**config.mk**
```make
export PLATFORM = sky130hd
export DESIGN_NAME = tmg_timer_group
export DESIGN_NICKNAME = d
export VERILOG_FILES = /design/src/tmg_pkg.sv /design/src/tmg_pin_sync.sv /design/src/tmg_down_counter.sv /design/src/tmg_timer_group.sv
export SDC_FILE = /design/constraint.sdc
export NUM_CORES = 1
export LEC_CHECK = 0
export ABC_AREA = 1
export BUFFER_PORTS_ARGS = -buffer_cell sky130_fd_sc_hd__buf_2
export CORE_ASPECT_RATIO = 0.6
export CORE_MARGIN = 3
export CORE_UTILIZATION = 54
export CTS_CLUSTER_SIZE = 12
export DETAILED_ROUTE_END_ITERATION = 7
export HOLD_SLACK_MARGIN = 0.05
export PLACE_DENSITY = 0.83
export SLEW_MARGIN = 30
export SYNTH_ARGS = -nofsm -noshare
export SYNTH_HDL_FRONTEND = slang
export SYNTH_HIERARCHICAL = 1
export SYNTH_SLANG_ARGS = --single-unit
```
**constraint.sdc**
```tcl
create_clock -name clk -period 6 [get_ports clk]
set_input_delay 1.2 -clock clk [delete_from_list [all_inputs] [get_ports clk]]
set_output_delay 1.2 -clock clk [all_outputs]
set_load 0.05 [all_outputs]
```
**src/tmg_pkg.sv**
```systemverilog
`default_nettype none
package tmg_pkg;
  // Printed offset 0x29 is not word aligned: offsets are word indices
  localparam int IDX_LSB = 2;
  localparam int IDX_W = 8;
  localparam logic [IDX_W-1:0] IDX_TX_VALUE = 8'h20;
  localparam logic [IDX_W-1:0] IDX_TY_VALUE = 8'h21;
  localparam logic [IDX_W-1:0] IDX_T1_VALUE = 8'h22;
  localparam logic [IDX_W-1:0] IDX_T2_VALUE = 8'h23;
  localparam logic [IDX_W-1:0] IDX_T3_VALUE = 8'h24;
  localparam logic [IDX_W-1:0] IDX_TX_MODE = 8'h25;
  localparam logic [IDX_W-1:0] IDX_TY_MODE = 8'h26;
  localparam logic [IDX_W-1:0] IDX_TY_CAPTURE = 8'h27;
  localparam logic [IDX_W-1:0] IDX_SPEED = 8'h28;
  localparam logic [IDX_W-1:0] IDX_T123_MODE = 8'h29;
  localparam logic [IDX_W-1:0] IDX_STATUS = 8'h2B;

  // Timer 1/2/3 mode fields
  localparam int T123_TOUT_START = 0;
  localparam int T123_TOUT_EN = 1;
  localparam int T123_T2_LATCH_ONLY = 2;
  localparam int T123_T2_SRC = 3;
  localparam int T123_T3_SRC = 4;
  localparam int T123_T1_SRC = 5;
  localparam int T123_W = 6;
  localparam logic [T123_W-1:0] T123_RESET = 6'h00;

  // Timer X / Y mode fields
  localparam int MODE_LSB = 0;
  localparam int MODE_EDGE = 2;
  localparam int TX_LATCH_ONLY = 3;
  localparam int TX_STOP = 4;
  localparam int TX_MODE_W = 5;
  localparam int TY_STOP = 3;
  localparam int TY_MODE_W = 4;
  localparam logic [TX_MODE_W-1:0] TX_MODE_RESET = 5'h00;
  localparam logic [TY_MODE_W-1:0] TY_MODE_RESET = 4'h0;

  localparam int SPEED_LOW = 0;
  localparam logic [15:0] T16_RESET = 16'hFFFF;
  localparam logic [7:0] T8_RESET = 8'hFF;
  localparam int PRESCALE = 16;
  localparam int PRESCALE_W = $clog2(PRESCALE);
  localparam logic [PRESCALE_W-1:0] PRESCALE_LAST = PRESCALE_W'(PRESCALE - 1);

  typedef enum logic [1:0] {XM_TIMER = 2'h0, XM_PULSE = 2'h1, XM_EVENT = 2'h2, XM_WIDTH = 2'h3} tmg_xmode_t;
  typedef enum logic [1:0] {YM_TIMER = 2'h0, YM_PERIOD = 2'h1, YM_EVENT = 2'h2, YM_HLCONT = 2'h3} tmg_ymode_t;
  typedef enum logic {BUS_IDLE = 1'b0, BUS_WRITE = 1'b1} tmg_bus_t;

  typedef struct packed {
    logic timerX;
    logic timerY;
    logic timer1;
    logic timer2;
    logic timer3;
    logic counterPinZero;
    logic counterPinOne;
  } tmg_req_t;

  function automatic logic selEdge(input logic rise, input logic fall, input logic useRise);
    return useRise ? rise : fall;
  endfunction
endpackage
`default_nettype wire

```
**src/tmg_pin_sync.sv**
```systemverilog
`timescale 1ns/1ps
`default_nettype none
module tmg_pin_sync
  import tmg_pkg::*;
(
  input wire logic clk,
  input wire logic rstN,
  input wire logic pin,
  output logic level,
  output logic rise,
  output logic fall
);
  logic [2:0] sync_reg;
  logic [2:0] sync_next;
  logic level_reg;
  logic level_next;
  logic agree;

  // Stage 0 feeds stage 1 only; a change counts once stages 1 and 2 agree
  assign agree = sync_reg[1] == sync_reg[2];

  always_comb begin
    sync_next = {sync_reg[1:0], pin};
    level_next = agree ? sync_reg[2] : level_reg;
  end

  always_ff @(posedge clk or negedge rstN) begin
    if (!rstN) begin
      sync_reg <= 3'h0;
      level_reg <= 1'b0;
    end else begin
      sync_reg <= sync_next;
      level_reg <= level_next;
    end
  end

  assign level = level_reg;
  assign rise = agree && sync_reg[2] && !level_reg;
  assign fall = agree && !sync_reg[2] && level_reg;
endmodule
`default_nettype wire

```
**src/tmg_down_counter.sv**
```systemverilog
`timescale 1ns/1ps
`default_nettype none
module tmg_down_counter
  import tmg_pkg::*;
#(
  parameter int W = 8,
  parameter logic [W-1:0] RESET_VALUE = '1
) (
  input wire logic clk,
  input wire logic rstN,
  input wire logic tick,
  input wire logic wrLatch,
  input wire logic wrCounter,
  input wire logic [W-1:0] wrData,
  input wire logic reload,
  output logic [W-1:0] count,
  output logic underflow
);
  logic [W-1:0] count_reg;
  logic [W-1:0] count_next;
  logic [W-1:0] latch_reg;
  logic [W-1:0] latch_next;

  assign underflow = tick && (count_reg == '0);

  always_comb begin
    latch_next = wrLatch ? wrData : latch_reg;
    count_next = count_reg;
    if (wrCounter) begin
      count_next = wrData;
    end else if (reload || underflow) begin
      count_next = latch_reg;
    end else if (tick) begin
      count_next = count_reg - 1'b1;
    end
  end

  always_ff @(posedge clk or negedge rstN) begin
    if (!rstN) begin
      count_reg <= RESET_VALUE;
      latch_reg <= RESET_VALUE;
    end else begin
      count_reg <= count_next;
      latch_reg <= latch_next;
    end
  end

  assign count = count_reg;
endmodule
`default_nettype wire

```
**src/tmg_timer_group.sv**
```systemverilog
// Contract
// - Timer X timer mode: pin zero edge requests interrupt, 0 falling, 1 rising, no count.
// - Pulse output: edge 0 starts high, irq on falling; 1 starts low, irq rising.
// - Event mode X/Y: edge 0 counts rising, irq falling; 1 the reverse.
// - Width mode X: edge 0 measures high, irq falling; 1 measures low, irq rising.
// - Timer Y timer mode: pin one edge interrupt, 0 falling, 1 rising, no count.
// - Period mode Y: measure between selected edges, irq on that edge.
// - HL continuous Y: measure both widths, irq on every edge.
// - X latch-only write during underflow loads both timer and latch.
// - Mode bit 0 picks output start level: 0 high, 1 low.
// - Mode bit 1 gives the shared pin to the timer output.
// - Mode bit 2: Timer 2 write loads latch and counter, or latch only.
// - Bit 3: Timer 2 counts Timer 1 output, or oscillator divided by 16.
// - Bit 4: Timer 3 counts Timer 1 output, or oscillator divided by 16.
// - Bit 5: Timer 1 counts oscillator divided by 16, or undivided sub-clock.
// - Mode bits 6 and 7 read zero; software writes zero.
// - Low speed: system clock runs at half the sub-clock.
//
// Our own choice: register access over AHB-Lite.
`timescale 1ns/1ps
`default_nettype none
module tmg_timer_group
  import tmg_pkg::*;
(
  input wire logic clk,
  input wire logic arst_n,
  input wire logic hsel,
  input wire logic [31:0] haddr,
  input wire logic [1:0] htrans,
  input wire logic hwrite,
  input wire logic [2:0] hsize,
  input wire logic [31:0] hwdata,
  input wire logic hready,
  output logic hreadyout,
  output logic hresp,
  output logic [31:0] hrdata,
  input wire logic subCrystalInput,
  input wire logic counterPinZeroIn,
  output logic counterPinZeroOut,
  output logic counterPinZeroOe_n,
  input wire logic counterPinOneIn,
  input wire logic toutPortData,
  input wire logic toutPortOe_n,
  output logic toutPinOut,
  output logic toutPinOe_n,
  output logic sysClkTick,
  output tmg_req_t req
);
  logic [1:0] rstPipe;
  logic rstN;
  always_ff @(posedge clk or negedge arst_n) begin
    if (!arst_n) begin
      rstPipe <= 2'h0;
    end else begin
      rstPipe <= {rstPipe[0], 1'b1};
    end
  end
  assign rstN = rstPipe[1];

  logic c0Level, c0Rise, c0Fall, c1Level, c1Rise, c1Fall, subLevel, subRise, subFall;
  tmg_pin_sync u_sync_c0 (.clk(clk), .rstN(rstN), .pin(counterPinZeroIn),
    .level(c0Level), .rise(c0Rise), .fall(c0Fall));
  tmg_pin_sync u_sync_c1 (.clk(clk), .rstN(rstN), .pin(counterPinOneIn),
    .level(c1Level), .rise(c1Rise), .fall(c1Fall));
  tmg_pin_sync u_sync_sub (.clk(clk), .rstN(rstN), .pin(subCrystalInput),
    .level(subLevel), .rise(subRise), .fall(subFall));

  tmg_bus_t busState_reg, busState_next;
  logic [IDX_W-1:0] wrIdx_reg, wrIdx_next;
  logic [31:0] hrdata_reg, hrdata_next;
  logic [TX_MODE_W-1:0] txMode_reg, txMode_next;
  logic [TY_MODE_W-1:0] tyMode_reg, tyMode_next;
  logic [T123_W-1:0] timer_one_two_three_mode_reg, timer_one_two_three_mode_next;
  logic lowSpeed_reg, lowSpeed_next;
  logic [15:0] capture_reg, capture_next;
  logic [31:0] rdMux;
  logic addrValid, busWr;
  logic [IDX_W-1:0] addrIdx;

  assign addrValid = hsel && htrans[1] && hready;
  assign addrIdx = haddr[IDX_LSB +: IDX_W];
  assign busWr = busState_reg == BUS_WRITE;

  logic [15:0] xCount, yCount;
  logic [7:0] t1Count, t2Count, t3Count;
  logic xUf, yUf, t1Uf, t2Uf, t3Uf;
  logic pulseLevel_reg, pulseLevel_next, toutLevel_reg, toutLevel_next;

  always_comb begin
    case (addrIdx)
      IDX_TX_VALUE: rdMux = {16'h0000, xCount};
      IDX_TY_VALUE: rdMux = {16'h0000, yCount};
      IDX_T1_VALUE: rdMux = {24'h000000, t1Count};
      IDX_T2_VALUE: rdMux = {24'h000000, t2Count};
      IDX_T3_VALUE: rdMux = {24'h000000, t3Count};
      IDX_TX_MODE: rdMux = {27'h0000000, txMode_reg};
      IDX_TY_MODE: rdMux = {28'h0000000, tyMode_reg};
      IDX_TY_CAPTURE: rdMux = {16'h0000, capture_reg};
      IDX_SPEED: rdMux = {31'h00000000, lowSpeed_reg};
      IDX_T123_MODE: rdMux = {26'h0000000, timer_one_two_three_mode_reg};
      IDX_STATUS: rdMux = {28'h0000000, c1Level, c0Level, toutLevel_reg, pulseLevel_reg};
      default: rdMux = 32'h00000000;
    endcase
  end

  // Read data is caught at the address phase so the slave never waits
  always_comb begin
    busState_next = (addrValid && hwrite) ? BUS_WRITE : BUS_IDLE;
    wrIdx_next = addrValid ? addrIdx : wrIdx_reg;
    hrdata_next = (addrValid && !hwrite) ? rdMux : hrdata_reg;
    txMode_next = txMode_reg;
    tyMode_next = tyMode_reg;
    timer_one_two_three_mode_next = timer_one_two_three_mode_reg;
    lowSpeed_next = lowSpeed_reg;
    if (busWr) begin
      case (wrIdx_reg)
        IDX_TX_MODE: txMode_next = hwdata[TX_MODE_W-1:0];
        IDX_TY_MODE: tyMode_next = hwdata[TY_MODE_W-1:0];
        IDX_SPEED: lowSpeed_next = hwdata[SPEED_LOW];
        IDX_T123_MODE: timer_one_two_three_mode_next = hwdata[T123_W-1:0];
        default: ;
      endcase
    end
  end

  always_ff @(posedge clk or negedge rstN) begin
    if (!rstN) begin
      busState_reg <= BUS_IDLE;
      wrIdx_reg <= '0;
      hrdata_reg <= 32'h00000000;
      txMode_reg <= TX_MODE_RESET;
      tyMode_reg <= TY_MODE_RESET;
      timer_one_two_three_mode_reg <= T123_RESET;
      lowSpeed_reg <= 1'b0;
    end else begin
      busState_reg <= busState_next;
      wrIdx_reg <= wrIdx_next;
      hrdata_reg <= hrdata_next;
      txMode_reg <= txMode_next;
      tyMode_reg <= tyMode_next;
      timer_one_two_three_mode_reg <= timer_one_two_three_mode_next;
      lowSpeed_reg <= lowSpeed_next;
    end
  end

  assign hreadyout = 1'b1;
  assign hresp = 1'b0;
  assign hrdata = hrdata_reg;

  logic wrTx, wrTy, wrT1, wrT2, wrT3;
  assign wrTx = busWr && wrIdx_reg == IDX_TX_VALUE;
  assign wrTy = busWr && wrIdx_reg == IDX_TY_VALUE;
  assign wrT1 = busWr && wrIdx_reg == IDX_T1_VALUE;
  assign wrT2 = busWr && wrIdx_reg == IDX_T2_VALUE;
  assign wrT3 = busWr && wrIdx_reg == IDX_T3_VALUE;

  // Prescaler on main clock, or on sub-clock edges in low speed
  logic [PRESCALE_W-1:0] prescale_reg, prescale_next;
  logic sysDiv_reg, sysDiv_next, sysTick_reg, sysTick_next;
  logic srcTick, div16;
  tmg_req_t req_reg, req_next;
  assign srcTick = lowSpeed_reg ? subRise : 1'b1;
  assign div16 = srcTick && prescale_reg == PRESCALE_LAST;

  tmg_xmode_t xMode;
  tmg_ymode_t yMode;
  logic xEdge, yEdge, xTick, yTick, yReload, xLatchOnly, t2LatchOnly;
  assign xMode = tmg_xmode_t'(txMode_reg[MODE_LSB +: 2]);
  assign yMode = tmg_ymode_t'(tyMode_reg[MODE_LSB +: 2]);
  assign xEdge = txMode_reg[MODE_EDGE];
  assign yEdge = tyMode_reg[MODE_EDGE];
  assign xLatchOnly = txMode_reg[TX_LATCH_ONLY];
  assign t2LatchOnly = timer_one_two_three_mode_reg[T123_T2_LATCH_ONLY];

  always_comb begin
    case (xMode)
      XM_EVENT: xTick = selEdge(c0Rise, c0Fall, !xEdge);
      XM_WIDTH: xTick = div16 && (c0Level == !xEdge);
      default: xTick = div16;
    endcase
    xTick = xTick && !txMode_reg[TX_STOP];
    case (yMode)
      YM_EVENT: yTick = selEdge(c1Rise, c1Fall, !yEdge);
      default: yTick = div16;
    endcase
    yTick = yTick && !tyMode_reg[TY_STOP];
    case (yMode)
      YM_PERIOD: yReload = selEdge(c1Rise, c1Fall, yEdge);
      YM_HLCONT: yReload = c1Rise || c1Fall;
      default: yReload = 1'b0;
    endcase
  end

  tmg_down_counter #(.W(16), .RESET_VALUE(T16_RESET)) u_tx (.clk(clk), .rstN(rstN), .tick(xTick),
    .wrLatch(wrTx), .wrCounter(wrTx && (!xLatchOnly || xUf)),
    .wrData(hwdata[15:0]), .reload(1'b0), .count(xCount), .underflow(xUf));
  tmg_down_counter #(.W(16), .RESET_VALUE(T16_RESET)) u_ty (.clk(clk), .rstN(rstN), .tick(yTick),
    .wrLatch(wrTy), .wrCounter(wrTy), .wrData(hwdata[15:0]), .reload(yReload),
    .count(yCount), .underflow(yUf));
  tmg_down_counter #(.W(8), .RESET_VALUE(T8_RESET)) u_t1 (.clk(clk), .rstN(rstN),
    .tick(timer_one_two_three_mode_reg[T123_T1_SRC] ? subRise : div16),
    .wrLatch(wrT1), .wrCounter(wrT1), .wrData(hwdata[7:0]), .reload(1'b0),
    .count(t1Count), .underflow(t1Uf));
  tmg_down_counter #(.W(8), .RESET_VALUE(T8_RESET)) u_t2 (.clk(clk), .rstN(rstN),
    .tick(timer_one_two_three_mode_reg[T123_T2_SRC] ? div16 : t1Uf),
    .wrLatch(wrT2), .wrCounter(wrT2 && !t2LatchOnly),
    .wrData(hwdata[7:0]), .reload(1'b0), .count(t2Count), .underflow(t2Uf));
  tmg_down_counter #(.W(8), .RESET_VALUE(T8_RESET)) u_t3 (.clk(clk), .rstN(rstN),
    .tick(timer_one_two_three_mode_reg[T123_T3_SRC] ? div16 : t1Uf),
    .wrLatch(wrT3), .wrCounter(wrT3), .wrData(hwdata[7:0]), .reload(1'b0),
    .count(t3Count), .underflow(t3Uf));

  always_comb begin
    prescale_next = srcTick ? prescale_reg + 1'b1 : prescale_reg;
    sysDiv_next = lowSpeed_reg ? (sysDiv_reg ^ subRise) : 1'b0;
    sysTick_next = lowSpeed_reg ? (subRise && sysDiv_reg) : 1'b1;
    capture_next = yReload ? yCount : capture_reg;
    // Pulse pin idles at its start level until pulse mode toggles it
    if (xMode == XM_PULSE) begin
      pulseLevel_next = pulseLevel_reg ^ xUf;
    end else begin
      pulseLevel_next = !xEdge;
    end
    if (timer_one_two_three_mode_reg[T123_TOUT_EN]) begin
      toutLevel_next = toutLevel_reg ^ t2Uf;
    end else begin
      // Preset from the incoming value so enable and start level may share one write
      toutLevel_next = !timer_one_two_three_mode_next[T123_TOUT_START];
    end
    req_next.timerX = xUf;
    req_next.timerY = yUf;
    req_next.timer1 = t1Uf;
    req_next.timer2 = t2Uf;
    req_next.timer3 = t3Uf;
    if (xMode == XM_PULSE) begin
      req_next.counterPinZero = xUf && (pulseLevel_reg != xEdge);
    end else begin
      req_next.counterPinZero = selEdge(c0Rise, c0Fall, xEdge);
    end
    if (yMode == YM_HLCONT) begin
      req_next.counterPinOne = c1Rise || c1Fall;
    end else begin
      req_next.counterPinOne = selEdge(c1Rise, c1Fall, yEdge);
    end
  end

  always_ff @(posedge clk or negedge rstN) begin
    if (!rstN) begin
      prescale_reg <= '0;
      sysDiv_reg <= 1'b0;
      sysTick_reg <= 1'b0;
      capture_reg <= 16'h0000;
      pulseLevel_reg <= 1'b1;
      toutLevel_reg <= 1'b1;
      req_reg <= '0;
    end else begin
      prescale_reg <= prescale_next;
      sysDiv_reg <= sysDiv_next;
      sysTick_reg <= sysTick_next;
      capture_reg <= capture_next;
      pulseLevel_reg <= pulseLevel_next;
      toutLevel_reg <= toutLevel_next;
      req_reg <= req_next;
    end
  end

  assign counterPinZeroOut = pulseLevel_reg;
  assign counterPinZeroOe_n = xMode != XM_PULSE;
  assign toutPinOut = timer_one_two_three_mode_reg[T123_TOUT_EN] ? toutLevel_reg : toutPortData;
  assign toutPinOe_n = timer_one_two_three_mode_reg[T123_TOUT_EN] ? 1'b0 : toutPortOe_n;
  assign sysClkTick = sysTick_reg;
  assign req = req_reg;
endmodule
`default_nettype wire

```
==> qor.csv <==
stage,metric,value,unit
hold_path,hold_class,reg -> reg,
clock_tree,insertion_delay,0.45,ns
finish,layout-drive-gt1-share,21.9,%
global_routing,antenna_found_initial,0,
place,gp_congestion,0.939,
pwr,powerDensity,359,nW/um^2
yosys,syn_inst,1564,
detailed_routing,drc,0,
finish,area_growth,8.83,%
setup_path,crit_chain,"ha_1, inv_1, nor2_1, nor2_1, inv_1, nand4_1, inv_1, nand2_1, a21oi_1, nand2_1, nor2_2, nand3_4, inv_1, o21a_1, clkinv_1, o21ai_0, inv_1, nand2_1, nand2_1",
clock_tree,holdBufCountCts,0,
global_routing,grt.total_usage,27.1,%
sta,min_period,4.35,ns
global_routing,grt_max_degree,103,
die,rows,41,
detailed_routing,post_drt_wl_per_cell,16.5,um
clock_tree,cts_resized,0,
clock_tree,cts_buffers,17,
sta,setup_viol,0,
die,core_area,21300,um^2
sta,slew_headroom,49.2,%
setup_path,worstPathRequired,6.38,ns
pwr,p_total,4.66,mW
global_routing,grt_overflow_total,0,
die,initial_core_util,55.9,%
place,place_ws,1.86,ns
clock_tree,clock-sinks,198,
detailed_routing,vias,10400,
run,drv_cap,0,
detailed_routing,ant_nets,0,
setup_path,max_stage_delay,0.63,ns
setup_path,cp-end-kind,flop,
finish,layoutNonFillerInstCount,1915,
pwr,power.leakage,6.62,nW
setup_path,cp_common_cell,inv_1,
setup_path,arrival,4.73,ns
finish,nets,1718,
sta,setup_tns,0,ns
sta,fin_ws,1.65,ns
place,hpwl,22700,um
sta,finalClockSkew,0.0108,ns
setup_path,cp_max_fo,27,
clock_tree,clockBufferDepth,2,
setup_path,start_kind,flop,
global_routing,grt_pass1_vias,9600,
global_routing,grt_pass1_wl,50600,um
die,die_area,24000,um^2
detailed_routing,drtPass1Iterations,6,
clock_tree,cts.htree.levels,4,
yosys,synth.cell_area,11900,um^2
finish,stdcell_area,13000,um^2
sta,max_freq,230,MHz
setup_path,critPathKind,reg -> reg,
clock_tree,cts_root_buf,clkbuf_16,
outcome,status,"finished, final reports clean",
finish,nFillCells,1885,
place,post-place-cells,1883,
finish,antenna_cells,0,
die,ioPinCount,125,
clock_tree,path_clk_slew,0.08,ns
sta,period_share,72.5,%
detailed_routing,post_drt_via_cell_ratio,5.43,
pwr,vdd_drop_max,220,uV
sta,tightest_slew,0.758,ns
setup_path,cp_slowest_cell,clkinv_1,
place,numPortBuffers,62,
detailed_routing,drt_wl_total,31600,um
detailed_routing,drt_iter0_markers,1242,
die,dieHeight,121,um
sta,slew_violations,0,
yosys,postSynthAreaPerCell,7.63,um^2
finish,post-route-util,60.8,%
clock_tree,cts_tree,built,
sta,hold_ws,0.362,ns
clock_tree,post_cts_buffers,0,
sta,rsz0062_at_grt,no,
place,place_area,12400,um^2
yosys,ys_warn_count,6,
die,die_w,198,um
sta,finalHoldViolCount,0,
-- cell type report --
cell class	count	area [um^2]	area share, %
Clock inverter	15	164	1.26
Inverter	197	747	5.75
Sequential cell	198	5100	39.3
Multi-Input combinational cell	1139	5790	44.6
Clock buffer	17	425	3.28
Tap cell	279	349	2.69
Timing Repair Buffer	70	403	3.10
-- worst paths after layout --
kind,from,end,slack [ns],cells past startpoint
max in group asynchronous,rstPipe[1],u_tx/count[7],4.74,2
worst max register to register,u_sync_sub/sync_reg[1],u_tx/count[7],1.65,19
min in group asynchronous,rstPipe[1],wrIdx_reg[6],0.37,1
worst min-delay path,u_sync_c1/sync_reg[0],u_sync_c1/sync_reg[1],0.36,0
worst max-delay path,u_sync_sub/sync_reg[1],u_tx/count[7],1.65,19
worst min register to register,u_sync_c1/sync_reg[0],u_sync_c1/sync_reg[1],0.36,0
-- layer usage --
layer | vias up | GRT usage, % | share of wire (%)
met5 | - | 0 | 0
met4 | 0 | 5.61 | 1.2
met3 | 35 | 7.38 | 11
met2 | 451 | 37.4 | 40
met1 | 4923 | 42.3 | 48
li1 | 4991 | - | -
-- power breakdown --
group	switching [mW]	internal [mW]	total, mW	leakage [nW]
combinational	0.897	0.481	1.38	4.13
clock	0.569	0.592	1.16	0.280
sequential	0.349	1.78	2.13	2.21
-- cell usage in the layout (no fill, tap or decap), types with 3 or more instances in the layout --
| cell | count |
|---|---|
| conb_1 | 28 |
| nand2_2 | 15 |
| clkinv_4 | 3 |
| mux2_2 | 36 |
| nand3b_1 | 3 |
| nand2_4 | 6 |
| o21ai_0 | 93 |
| clkinv_1 | 4 |
| inv_8 | 3 |
| clkinvlp_4 | 3 |
| o21ai_1 | 31 |
| dfrtp_1 | 83 |
| nor2_1 | 154 |
| ha_1 | 16 |
| inv_2 | 8 |
| nand4_1 | 11 |
| a21oi_1 | 36 |
| inv_1 | 182 |
| nand2_1 | 469 |
| nand3_4 | 5 |
| xor2_1 | 17 |
| nor2_4 | 14 |
| nor2_2 | 29 |
| buf_4 | 6 |
| clkbuf_16 | 17 |
| inv_6 | 5 |
| nand3_2 | 4 |
| dfstp_2 | 114 |
| a21oi_2 | 8 |
| xnor2_1 | 11 |
| buf_2 | 62 |
| nand3_1 | 130 |
-- worst max-delay path: cells and delay by family (launching register included) --
kind | cells | cell delay, ns
simple gates | 9 | 1.39
buf+inv | 6 | 1.25
compound gates | 3 | 1.12
flops | 1 | 0.37
fa+ha+maj | 1 | 0.15
No activity file was read; power rests on OpenSTA's default activity.
